===== src/hw/cpu_map_pkg.sv =====
// constants, field positions and carrier types for the core address map and register set
package cpu_map_pkg;

	// address layout
	localparam int ADDR_W      = 32;
	localparam int PHYS_W      = 24;           // bits driven to the outside
	localparam int BLK_W       = 2;            // four 1-Gbyte blocks per space
	localparam int BLK_LSB     = 30;
	localparam int BLK_MSB     = 31;
	localparam int ALIAS_LSB   = 24;           // bits 29..24 select an image only
	localparam int ALIAS_MSB   = 29;
	localparam int NUM_BLOCKS  = 4;
	localparam logic [1:0] INT_IO_BLOCK = 2'h3; // I/O block 3 stays on chip
	localparam logic [3:0] CS_NONE      = 4'hF;

	// register set
	localparam int DATA_W      = 32;
	localparam int BYTE_W      = 8;
	localparam int BYTES_W     = 4;
	localparam int NUM_GPR     = 32;
	localparam int IDX_W       = 5;
	localparam logic [4:0] GPR_ZERO    = 5'h00;
	localparam logic [4:0] STR_DST_OFS = 5'h1A;
	localparam logic [4:0] STR_SRC_OFS = 5'h1B;
	localparam logic [4:0] STR_LEN     = 5'h1C;
	localparam logic [4:0] STR_DST_ADR = 5'h1D;
	localparam logic [4:0] STR_SRC_ADR = 5'h1E;
	localparam logic [4:0] LINK_REG    = 5'h1F;
	localparam int PC_ALIGN_BIT = 0;
	localparam logic [31:0] RESET_VECTOR = 32'hFFFFFFF0;

	// system register numbers
	localparam logic [4:0] SR_SAVED_PC     = 5'h00;
	localparam logic [4:0] SR_SAVED_STATUS = 5'h01;
	localparam logic [4:0] SR_CAUSE        = 5'h04;
	localparam int CAUSE_W   = 16;
	localparam int CAUSE_HI  = 16;             // fatal code starts at this bit

	// one access request from the execution pipeline
	typedef struct packed {
		logic              valid;
		logic              io;                 // 1: I/O space, 0: memory space
		logic              read;
		logic [ADDR_W-1:0] addr;
	} acc_req_type;

	// external address phase
	typedef struct packed {
		logic              valid;
		logic              read;
		logic              int_io;             // on-chip peripheral select
		logic [3:0]        mem_cs_n;
		logic [3:0]        io_cs_n;
		logic [PHYS_W-1:0] addr;
	} ext_bus_type;

	// exception or interrupt being taken
	typedef struct packed {
		logic               take;
		logic               fatal;             // non-maskable or double exception
		logic [CAUSE_W-1:0] code;
		logic [DATA_W-1:0]  status;
	} exc_req_type;

	// operands implicitly used by bit-string instructions
	typedef struct packed {
		logic [DATA_W-1:0] dst_ofs;
		logic [DATA_W-1:0] src_ofs;
		logic [DATA_W-1:0] len;
		logic [DATA_W-1:0] dst_addr;
		logic [DATA_W-1:0] src_addr;
	} string_regs_type;

endpackage : cpu_map_pkg


===== src/hw/cpu_addr_map_regfile.sv =====
// core address mapper, load/interrupt arbitration and architectural registers
`timescale 1ns/1ps
`default_nettype none

// Contract
// RULE1: only the low 24 address bits leave the core.
// RULE2: each space has four 1-Gbyte blocks, each with its own chip select.
// RULE3: address bits 29..24 are ignored, giving 64 images of 16 Mbytes.
// RULE4: I/O block 3 is internal peripheral space, no external select.
// RULE5: interrupt during a memory load wins; load is dropped for retry.
// RULE6: interrupt during an I/O read waits; read completes, never reissued.
// RULE7: read-sensitive external devices must sit in I/O space.
// RULE8: thirty-two 32-bit general registers plus a separate program counter.
// RULE9: register zero always reads zero.
// RULE10: program counter bit 0 is always zero.
// RULE11: reset loads the program counter with the reset vector.
// RULE12: registers 26..30 feed bit-string operands in fixed order.
// RULE13: jump-and-link writes the return address into register 31.
// RULE14: multi-byte data is little-endian.
// RULE15: one saved pc/status pair captures state on exception or interrupt.
// RULE16: cause register: fatal code high half, ordinary code low half.
module cpu_addr_map_regfile
	import cpu_map_pkg::*;
#(
	parameter logic [31:0] RESET_VEC = RESET_VECTOR
) (
	input  wire logic                        clk_i,       // core clock
	input  wire logic                        resetn_i,    // async, active low
	input  wire acc_req_type                 acc_i,       // access request
	input  wire logic [BYTES_W-1:0][BYTE_W-1:0] ld_bytes_i, // [n] = addr+n
	input  wire logic                        ext_done_i,  // read data valid
	input  wire logic                        irq_i,       // interrupt pending
	output ext_bus_type                      ext_o,       // address phase
	output logic [DATA_W-1:0]                ld_word_o,   // assembled load
	output logic                             ld_valid_o,  // load done pulse
	output logic                             ld_retry_o,  // load dropped pulse
	output logic                             irq_take_o,  // irq accepted pulse
	input  wire logic [IDX_W-1:0]            rd_a_idx_i,  // read port a index
	input  wire logic [IDX_W-1:0]            rd_b_idx_i,  // read port b index
	output logic [DATA_W-1:0]                rd_a_data_o, // read port a data
	output logic [DATA_W-1:0]                rd_b_data_o, // read port b data
	input  wire logic                        wr_en_i,     // gpr write strobe
	input  wire logic [IDX_W-1:0]            wr_idx_i,    // gpr write index
	input  wire logic [DATA_W-1:0]           wr_data_i,   // gpr write data
	input  wire logic                        jal_i,       // jump-and-link
	input  wire logic [DATA_W-1:0]           link_addr_i, // return address
	output string_regs_type                  str_regs_o,  // bit-string regs
	input  wire logic                        pc_load_i,   // branch/advance
	input  wire logic [DATA_W-1:0]           pc_target_i, // next pc
	output logic [DATA_W-1:0]                pc_o,        // program counter
	input  wire exc_req_type                 exc_i,       // exception taken
	input  wire logic                        sr_we_i,     // sysreg write
	input  wire logic [IDX_W-1:0]            sr_idx_i,    // sysreg number
	input  wire logic [DATA_W-1:0]           sr_wdata_i,  // sysreg write data
	output logic [DATA_W-1:0]                sr_rdata_o   // sysreg read data
);

	// the reset vector must be a legal even fetch address
	if (RESET_VEC[PC_ALIGN_BIT] != 1'b0) begin : g_bad_vec
		$error("reset vector must be even");
	end

	typedef enum logic [1:0] {RD_IDLE, RD_MEM, RD_IO} rd_state_type;

	rd_state_type         rd_q, rd_d;
	ext_bus_type          ext_q, ext_d, dec_bus;
	logic [DATA_W-1:0]    ld_word_q, ld_word_d;
	logic                 ld_valid_q, ld_valid_d;
	logic                 retry_q, retry_d;
	logic                 irq_take_q, irq_take_d;
	logic                 acc_take;
	logic [BLK_W-1:0]     blk;
	logic [DATA_W-1:0]    gpr_q [NUM_GPR];
	logic [DATA_W-1:0]    gpr_d [NUM_GPR];
	logic [DATA_W-1:0]    rd_a_q, rd_a_d, rd_b_q, rd_b_d;
	logic [DATA_W-1:0]    pc_q, pc_d;
	logic [DATA_W-1:0]    spc_q, spc_d, sst_q, sst_d, cause_q, cause_d;
	logic [DATA_W-1:0]    sr_rd_q, sr_rd_d;

	// address decode: block from the top bits, image bits simply dropped
	always_comb begin
		blk              = acc_i.addr[BLK_MSB:BLK_LSB];           // [RULE2]
		dec_bus          = '0;
		dec_bus.valid    = 1'b1;
		dec_bus.read     = acc_i.read;
		dec_bus.addr     = acc_i.addr[PHYS_W-1:0];          // [RULE1] [RULE3]
		dec_bus.mem_cs_n = CS_NONE;
		dec_bus.io_cs_n  = CS_NONE;
		if (!acc_i.io) begin
			dec_bus.mem_cs_n[blk] = 1'b0;                         // [RULE2]
		end else if (blk == INT_IO_BLOCK) begin
			dec_bus.int_io = 1'b1;                                // [RULE4]
		end else begin
			dec_bus.io_cs_n[blk] = 1'b0;                          // [RULE2]
		end
	end

	// an access is accepted only when idle and no interrupt is being taken
	assign acc_take = (rd_q == RD_IDLE) && acc_i.valid && !irq_i;

	// read sequencer: memory loads yield to interrupts, I/O reads do not
	always_comb begin
		rd_d       = rd_q;
		ext_d      = ext_q;
		ld_word_d  = ld_word_q;
		ld_valid_d = 1'b0;
		retry_d    = 1'b0;
		irq_take_d = 1'b0;
		case (rd_q)
			RD_IDLE: begin
				ext_d.valid = 1'b0;
				if (irq_i) begin
					irq_take_d = !irq_take_q;
				end else if (acc_i.valid) begin
					ext_d = dec_bus;
					if (acc_i.read) begin
						rd_d = acc_i.io ? RD_IO : RD_MEM;
					end
				end
			end
			RD_MEM: begin
				if (irq_i) begin
					// data may already be on the bus; dropping it is safe
					// only because memory-space reads have no side effect
					rd_d        = RD_IDLE;                        // [RULE5]
					ext_d.valid = 1'b0;
					retry_d     = 1'b1;                           // [RULE5]
					irq_take_d  = !irq_take_q;                    // [RULE5]
				end else if (ext_done_i) begin
					rd_d        = RD_IDLE;
					ext_d.valid = 1'b0;
					ld_valid_d  = 1'b1;
					ld_word_d   = {ld_bytes_i[3], ld_bytes_i[2],
						ld_bytes_i[1], ld_bytes_i[0]};            // [RULE14]
				end
			end
			RD_IO: begin
				// the interrupt is held off so a clear-on-read device is
				// never read twice
				if (ext_done_i) begin
					rd_d        = RD_IDLE;                        // [RULE6]
					ext_d.valid = 1'b0;
					ld_valid_d  = 1'b1;
					ld_word_d   = {ld_bytes_i[3], ld_bytes_i[2],
						ld_bytes_i[1], ld_bytes_i[0]};            // [RULE14]
					irq_take_d  = irq_i && !irq_take_q;           // [RULE6]
				end
			end
			default: begin
				rd_d        = RD_IDLE;
				ext_d.valid = 1'b0;
			end
		endcase
	end

	always_ff @(posedge clk_i or negedge resetn_i) begin
		if (!resetn_i) begin
			rd_q       <= RD_IDLE;
			ext_q      <= '{valid: 1'b0, read: 1'b0, int_io: 1'b0,
				mem_cs_n: CS_NONE, io_cs_n: CS_NONE, addr: '0};
			ld_word_q  <= '0;
			ld_valid_q <= 1'b0;
			retry_q    <= 1'b0;
			irq_take_q <= 1'b0;
		end else begin
			rd_q       <= rd_d;
			ext_q      <= ext_d;
			ld_word_q  <= ld_word_d;
			ld_valid_q <= ld_valid_d;
			retry_q    <= retry_d;
			irq_take_q <= irq_take_d;
		end
	end

	assign ext_o      = ext_q;
	assign ld_word_o  = ld_word_q;
	assign ld_valid_o = ld_valid_q;
	assign ld_retry_o = retry_q;
	assign irq_take_o = irq_take_q;

	// general registers; link write lands after the port write so it wins
	always_comb begin
		gpr_d = gpr_q;
		if (wr_en_i) begin
			gpr_d[wr_idx_i] = wr_data_i;                          // [RULE8]
		end
		if (jal_i) begin
			gpr_d[LINK_REG] = link_addr_i;                        // [RULE13]
		end
		gpr_d[GPR_ZERO] = '0;                                     // [RULE9]
		rd_a_d = (rd_a_idx_i == GPR_ZERO) ? '0 : gpr_q[rd_a_idx_i]; // [RULE9]
		rd_b_d = (rd_b_idx_i == GPR_ZERO) ? '0 : gpr_q[rd_b_idx_i]; // [RULE9]
	end

	always_ff @(posedge clk_i or negedge resetn_i) begin
		if (!resetn_i) begin
			for (int i = 0; i < NUM_GPR; i++) begin
				gpr_q[i] <= '0;
			end
			rd_a_q <= '0;
			rd_b_q <= '0;
		end else begin
			for (int i = 0; i < NUM_GPR; i++) begin
				gpr_q[i] <= gpr_d[i];
			end
			rd_a_q <= rd_a_d;
			rd_b_q <= rd_b_d;
		end
	end

	assign rd_a_data_o = rd_a_q;
	assign rd_b_data_o = rd_b_q;

	// bit-string operands come straight from their fixed registers
	assign str_regs_o.dst_ofs  = gpr_q[STR_DST_OFS];              // [RULE12]
	assign str_regs_o.src_ofs  = gpr_q[STR_SRC_OFS];              // [RULE12]
	assign str_regs_o.len      = gpr_q[STR_LEN];                  // [RULE12]
	assign str_regs_o.dst_addr = gpr_q[STR_DST_ADR];              // [RULE12]
	assign str_regs_o.src_addr = gpr_q[STR_SRC_ADR];              // [RULE12]

	// program counter, low bit forced clear on every load
	always_comb begin
		pc_d = pc_q;
		if (pc_load_i) begin
			pc_d = pc_target_i;
		end
		pc_d[PC_ALIGN_BIT] = 1'b0;                                // [RULE10]
	end

	always_ff @(posedge clk_i or negedge resetn_i) begin
		if (!resetn_i) begin
			pc_q <= RESET_VEC;                                    // [RULE11]
		end else begin
			pc_q <= pc_d;
		end
	end

	assign pc_o = pc_q;

	// system registers; a hardware capture overrides a same-cycle write
	always_comb begin
		spc_d   = spc_q;
		sst_d   = sst_q;
		cause_d = cause_q;
		if (sr_we_i && (sr_idx_i == SR_SAVED_PC)) begin
			spc_d = sr_wdata_i;
		end
		if (sr_we_i && (sr_idx_i == SR_SAVED_STATUS)) begin
			sst_d = sr_wdata_i;
		end
		// a single pair: a nested capture overwrites the older state
		if (exc_i.take) begin
			spc_d = pc_q;                                         // [RULE15]
			sst_d = exc_i.status;                                 // [RULE15]
			if (exc_i.fatal) begin
				cause_d[DATA_W-1:CAUSE_HI] = exc_i.code;          // [RULE16]
			end else begin
				cause_d[CAUSE_W-1:0] = exc_i.code;                // [RULE16]
			end
		end
		case (sr_idx_i)
			SR_SAVED_PC:     sr_rd_d = spc_q;
			SR_SAVED_STATUS: sr_rd_d = sst_q;
			SR_CAUSE:        sr_rd_d = cause_q;
			default:         sr_rd_d = '0;
		endcase
	end

	always_ff @(posedge clk_i or negedge resetn_i) begin
		if (!resetn_i) begin
			spc_q   <= '0;
			sst_q   <= '0;
			cause_q <= '0;
			sr_rd_q <= '0;
		end else begin
			spc_q   <= spc_d;
			sst_q   <= sst_d;
			cause_q <= cause_d;
			sr_rd_q <= sr_rd_d;
		end
	end

	assign sr_rdata_o = sr_rd_q;
endmodule : cpu_addr_map_regfile

`default_nettype wire


===== config.mk =====
export PLATFORM = sky130hd
export DESIGN_NAME = cpu_addr_map_regfile
export DESIGN_NICKNAME = d
export VERILOG_FILES = /design/src/hw/cpu_map_pkg.sv /design/src/hw/cpu_addr_map_regfile.sv
export SDC_FILE = /design/constraint.sdc
export NUM_CORES = 2
export LEC_CHECK = 0
export ABC_CLOCK_PERIOD_IN_PS = 2400
export BUFFER_PORTS_ARGS = -buffer_cell sky130_fd_sc_hd__buf_4
export CORE_ASPECT_RATIO = 0.7
export CORE_MARGIN = 2
export CORE_UTILIZATION = 51
export DETAILED_ROUTE_END_ITERATION = 16
export PLACE_DENSITY = 0.77
export SYNTH_ARGS = -nofsm -noshare
export SYNTH_HDL_FRONTEND = slang
export SYNTH_SLANG_ARGS = --single-unit

===== constraint.sdc =====
create_clock -name clk_i -period 2.4 [get_ports clk_i]
set_input_delay 0.48 -clock clk_i [delete_from_list [all_inputs] [get_ports clk_i]]
set_output_delay 0.48 -clock clk_i [all_outputs]
set_load 0.02 [all_outputs]

# Yosys cells after proc, flatten, opt, wreduce, memory -nomap -nowiden
# Index checks and enable logic that the tools add are counted.
# classes
n_lt_le_gt_ge	6
n_eq_ne	9
mux	48
bitwise	6
reduce_logical	20
# op_table
cell	n
bitwise mux 1024 bit	1
two-way mux 32 bit	15
binary-select mux 32 bit (select 5 bit)	2
demux 32 bit (select 5 bit)	1
case mux 32 bit (3 select lines)	1
two-way mux 35 bit	2
case mux 32 bit (2 select lines)	1
>= comparator 6 bit (second input constant)	3
inverter 5 -> 6 bit	3
logical NOT 5 bit	3
two-way mux 2 bit	6
two-way mux 4 bit	3
two-way mux 1 bit	11
inequality test 2 bit (second input constant)	4
nonzero test 2 bit	4
less-than comparator 6 x 1 -> 1 bit (second input constant)	1
case mux 2 bit (3 select lines)	1
AND reduction 2 bit	3
AND reduction 3 bit	2
equality test 5 x 1 -> 1 bit (second input constant)	1
equality test 5 x 3 -> 1 bit (second input constant)	1
logical AND 1 bit	5
equality test 2 bit (second input constant)	2
inverter 4 bit	1
other kinds (10)	12
# word_totals
register_bits	1287
input_bits	273
output_inout_bits	358
elab_cells	139

# Depth between registers and ports, before layout
# logic_depth
word_depth	10
mapped_depth	9
depth_no_buf	6

# Worst setup path before layout
# Ideal clock, no wire load.
# synth_timing
path_type	input to register
start	input rd_b_idx_i[0]
end	register rd_b_q[10], in the netlist rd_b_data_o[10]
setup_time_ns	0.124
arrival_ns	1.865
required_time_ns	2.276
path_slack_ns	0.411
cell_stages	6
path_buffers	2
cell_sequence	buf_4 buf_2 mux4_2 a22o_1 a31oi_1 nor3_1
# synth_between
elab_chain_len	5
# synth_rtl
element	line	source
start, declared	cpu_addr_map_regfile.sv:39	input wire logic [IDX_W-1:0] rd_b_idx_i,
inverter 5 -> 6 bit (implied by the code)	cpu_addr_map_regfile.sv:192	rd_b_d = (rd_b_idx_i == GPR_ZERO) ? '0 : gpr_q[rd_b_idx_i];
binary-select mux 32 bit (select 5 bit)	cpu_addr_map_regfile.sv:192	
two-way mux 32 bit (implied by the code) (2 in series)	cpu_addr_map_regfile.sv:192	
two-way mux 32 bit *	cpu_addr_map_regfile.sv:192	
via rd_b_d[10]	cpu_addr_map_regfile.sv:75	logic [DATA_W-1:0] rd_a_q, rd_a_d, rd_b_q, rd_b_d;
end signal, assigned	cpu_addr_map_regfile.sv:207	rd_b_q <= rd_b_d;
end, declared	cpu_addr_map_regfile.sv:75	
# The timed path passes the listed nets; every way through them passes the cells marked *. The select of a mux whose other input is x is not followed.
# A chain may end at the register's enable or synchronous reset.

# Final worst setup path
# layout_timing
start	register rd_q[0]
end	register ext_q (netlist bit ext_o[13])
# layout_between
elab_chain_len	2
# layout_rtl
element	line	source
start, declared	cpu_addr_map_regfile.sv:65	rd_state_type rd_q, rd_d;
start signal, assigned	cpu_addr_map_regfile.sv:166	rd_q <= rd_d;
logical NOT 2 bit	cpu_addr_map_regfile.sv:109	case (rd_q)
AND reduction 3 bit (no source line)	--	
end signal, assigned	cpu_addr_map_regfile.sv:159	ext_q <= '{valid: 1'b0, read: 1'b0, int_io: 1'b0,
end signal, assigned	cpu_addr_map_regfile.sv:167	ext_q <= ext_d;
end, declared	cpu_addr_map_regfile.sv:66	ext_bus_type ext_q, ext_d, dec_bus;
# Every way passes these cells.

==> Implementation_results.wiki <==
{| class="wikitable"
! Metric !! Value
|-
| CP max FO || 14
|-
| Layout cell share with drive strength beyond 1 || 0.423
|-
| DPL Wire Length || 148000 um
|-
| Hold Violations, Final || 0
|-
| Leading register cell type out of synthesis || sky130_fd_sc_hd__dfrtp_1
|-
| CP top delay family || flip-flops
|-
| Number of hold-repair buffers added at the cts stage || 210
|-
| Global-route wire length before repair || 334000 um
|-
| Pre-Repair DR Iteration Count || 8
|-
| Worst ir drop on vdd || between 600 and 700 uV
|-
| Synth cell types || 55
|-
| Post-layout net count || 6087
|-
| Post-synthesis sequential area ratio || 0.489
|-
| R2R Setup Slk || 0.28 ns
|-
| Number of antenna violations at the first check in global routing || 28
|-
| Post-synth EDFFs || 0
|-
| Setup Fix Bufs, Post-CTS || 0
|-
| Type of the worst setup path || reg -> reg
|-
| Number of maximum-capacitance constraint violations || 0
|-
| Placed cell area || roughly 74000 um^2
|-
| Final RePlAce weighted congestion || 0.915
|-
| Share of synthesized flip-flops with an asynchronous set or reset || 1.00
|-
| Gates resized, CTS repair || 0
|-
| Via count of the first global-routing pass || 50300
|-
| Power density cells || 835 nW/um^2
|-
| Synthesis-to-finish area growth || 21.6%
|-
| Cell at the slowest stage of the critical path || sky130_fd_sc_hd__dfrtp_1
|-
| Critical Path RT || 3.06 ns
|-
| Achievable Freq || 471 MHz
|-
| Post-Layout Inst Area || ~80000 um^2
|-
| Stage delay of the slowest cell on the critical path || between 0.4 and 0.5 ns
|-
| Status || finished clean
|-
| Cells on worst reg2reg path || 5
|-
| Boundary Pins || 631
|-
| RSZ-0062 raised after global routing || false
|-
| Count of unresolved DRC violations after routing || 0
|-
| Start point of the critical path || rd_q[0]$_DFFE_PN0P_
|-
| Number of cells on the critical path || 5
|-
| Largest net degree at the start of global routing || 92
|-
| Yosys warning total || 0
|-
| Slew at the pin closest to its max-slew limit || roughly 1.2 ns
|-
| Most common cell after layout, fill and taps aside || sky130_fd_sc_hd__dfrtp_1
|-
| Leakage power figure || 37.8 nW
|-
| Die boundary width || 434 um
|-
| Total GRT Usage || 0.337
|-
| CTS clk-pin slew, worst paths || approximately 0.060 ns
|-
| Max_slew headroom || 0.223
|-
| Post-Route WL || ~230000 um
|-
| Detailed Route Iter0 Violations || 6087
|-
| Combined buffer and inverter count along the critical path || 2
|-
| Clock sink total || 1286
|-
| #FFs+latches synth || 1286
|-
| Worst hold-check slack || around 0.016 ns
|-
| Reg-to-reg critical path startpoint || rd_q[0]$_DFFE_PN0P_
|-
| Summed instance area of the synthesized netlist || 65900 um^2
|-
| Endpoint of the lowest-slack register-to-register path || ext_o[13]$_DFFE_PN0P_
|-
| Syn Nets || 5431
|-
| Destination of the critical timing path || ext_o[13]$_DFFE_PN0P_
|-
| Cells along the critical path || inv_1 -> ha_1 -> nand2_1 -> buf_4 -> mux2_2
|-
| Fill cells || ~9300
|-
| Worst hold-check path type || in -> reg
|-
| Sum of negative setup slack || 0 ns
|-
| Die H || 305 um
|-
| H-Tree Level Count || 3
|-
| Gate Count Post-Synth || about 5000
|-
| Final routed wire length divided by cell count || 29.5 um
|-
| Period utilisation layout || 0.884
|-
| Average size of a mapped cell || between 10 and 15 um^2
|-
| Area of the die || 132000 um^2
|-
| Post-DRT Antenna Nets || 0
|-
| IO buf count || 621
|-
| Most frequent cells in the layout || sky130_fd_sc_hd__dfrtp_1 (1251), sky130_fd_sc_hd__mux2_2 (1133), sky130_fd_sc_hd__buf_4 (838)
|-
| Maximum clock insertion buffer count || 3
|-
| Largest clock skew in the final design || 0.0790 ns
|-
| Final-report setup violation count || 0
|-
| Data arrival time at the worst-slack endpoint || 2.78 ns
|-
| Total congestion overflow after global routing || 0
|-
| CP Capture Type || register
|-
| Area of the core region || 128000 um^2
|-
| Insertion delay to the later sink of the worst-skew pair || between 0.8 and 0.9 ns
|-
| TritonCTS clock tree || done
|-
| Number of buffers inserted during clock tree synthesis || 121
|-
| Crit path launch type || register
|-
| Via-per-instance ratio || 6.47
|-
| Number of core rows || 110
|-
| Starting density of the core || 0.513
|-
| Total number of vias || about 50000
|-
| Minimum clock period || approximately 2.1 ns
|-
| Total count of max-transition violations in the final report || 0
|-
| Clk root buf || sky130_fd_sc_hd__clkbuf_16
|}
==> sequential cells by signal (all words and copies together), names as in the netlist <==
register     count
ld_valid_o       1
rd_a_data_o     32
pc_o            31
gpr_q          832
str_regs_o     160
spc_q           32
ld_word_o       32
ld_retry_o       1
sst_q           32
rd_b_data_o     32
irq_take_o       1
sr_rdata_o      32
cause_q         32
ext_o           34
rd_q             2
==> metal layers <==
layer | wire length [um] | track usage | part of all wire
met2 | 99000 | 0.496 | 0.44
met3 | 28300 | 0.114 | 0.13
met1 | 87900 | 0.455 | 0.39
met4 | 10500 | 0.144 | 0.046
met5 | 92 | 0 | 0.00041
==> where the power goes <==
| part | switching, mW | internal, mW | leakage, nW |
|---|---|---|---|
| Sequential | 3.66 | 26.0 | 16.2 |
| Combinational | 7.91 | 8.37 | 19.5 |
| Clock | 9.13 | 11.8 | 2.11 |
| Total | 20.7 | 46.2 | 37.8 |
==> synth_stat cells (32+ instances only) <==
master                     number  area share
sky130_fd_sc_hd__a221o_1       32      0.0049
sky130_fd_sc_hd__a222oi_1      32      0.0049
sky130_fd_sc_hd__a22o_1        32      0.0043
sky130_fd_sc_hd__a22oi_1      157       0.018
sky130_fd_sc_hd__buf_1         63      0.0036
sky130_fd_sc_hd__buf_2         86      0.0065
sky130_fd_sc_hd__buf_4        237       0.027
sky130_fd_sc_hd__clkbuf_1     244       0.014
sky130_fd_sc_hd__dfrtp_1     1251        0.48
sky130_fd_sc_hd__dfstp_2       35       0.014
sky130_fd_sc_hd__inv_1         37      0.0021
sky130_fd_sc_hd__mux2_2      1133        0.19
sky130_fd_sc_hd__mux2i_1      786        0.12
sky130_fd_sc_hd__mux4_2       104       0.036
sky130_fd_sc_hd__nand2_1      255       0.015
sky130_fd_sc_hd__nand3_1       37      0.0028
sky130_fd_sc_hd__nor3_1       129      0.0098
sky130_fd_sc_hd__o211a_1       33      0.0050
sky130_fd_sc_hd__o21ai_0      103      0.0078
sky130_fd_sc_hd__o22ai_1      190       0.018
==> worst min-delay path, stage by stage <==
cell                      delay (ns)
sky130_fd_sc_hd__buf_4          0.10
sky130_fd_sc_hd__mux2i_1        0.05
sky130_fd_sc_hd__o21ai_0        0.12
==> stage by stage <==
| step | util | setup WS [ns] | std cells | power, mW |
|---|---|---|---|---|
| finish | 0.624 | 0.279 | 7666 | 66.9 |
| detailed placement | 0.573 | -0.135 | 7212 | 45.4 |
| floorplan | - | 0.411 | 5153 | 39.3 |
| global placement | 0.573 | -0.0407 | 7212 | 44.7 |
| global route | 0.623 | 0.160 | 7660 | 69.3 |
| CTS | 0.623 | 0.356 | 7649 | 66.5 |
==> final cells by class <==
| type | instances | area, um^2 | area share |
|---|---|---|---|
| Multi-Input combinational cell | 3191 | 30300 | 0.379 |
| Clock buffer | 171 | 3530 | 0.0440 |
| Clock inverter | 56 | 788 | 0.00984 |
| Timing Repair Buffer | 1172 | 10900 | 0.136 |
| Antenna cell | 17 | 42.5 | 0.000531 |
| Inverter | 37 | 139 | 0.00173 |
| Tap cell | 1736 | 2170 | 0.0271 |
| Sequential cell | 1286 | 32200 | 0.402 |
==> worst min path at each step <==
stage | slack, ns | cells after the start | start | end
global placement | 0.42 | 1 | resetn_i | str_regs_o[139]$_DFFE_PN0P_
finish | 0.02 | 3 | sr_wdata_i[7] | spc_q[7]$_DFFE_PN0P_
global route | 0.01 | 3 | sr_wdata_i[7] | spc_q[7]$_DFFE_PN0P_
CTS | 0.003 | 3 | sr_wdata_i[23] | spc_q[23]$_DFFE_PN0P_
floorplan | 0.18 | 0 | resetn_i | cause_q[0]$_DFFE_PN0P_
detailed placement | 0.42 | 1 | resetn_i | str_regs_o[139]$_DFFE_PN0P_
==> kinds of logic after synthesis <==
logic type	Yosys count	synth area share
mux	2033	0.350
other cells	2	0.000114
simple gates	527	0.0376
compound gates	624	0.0671
buf+inv	676	0.0546
flops	1286	0.489
fa+ha+maj	5	0.000950
Power figures use the tool's default switching activity.
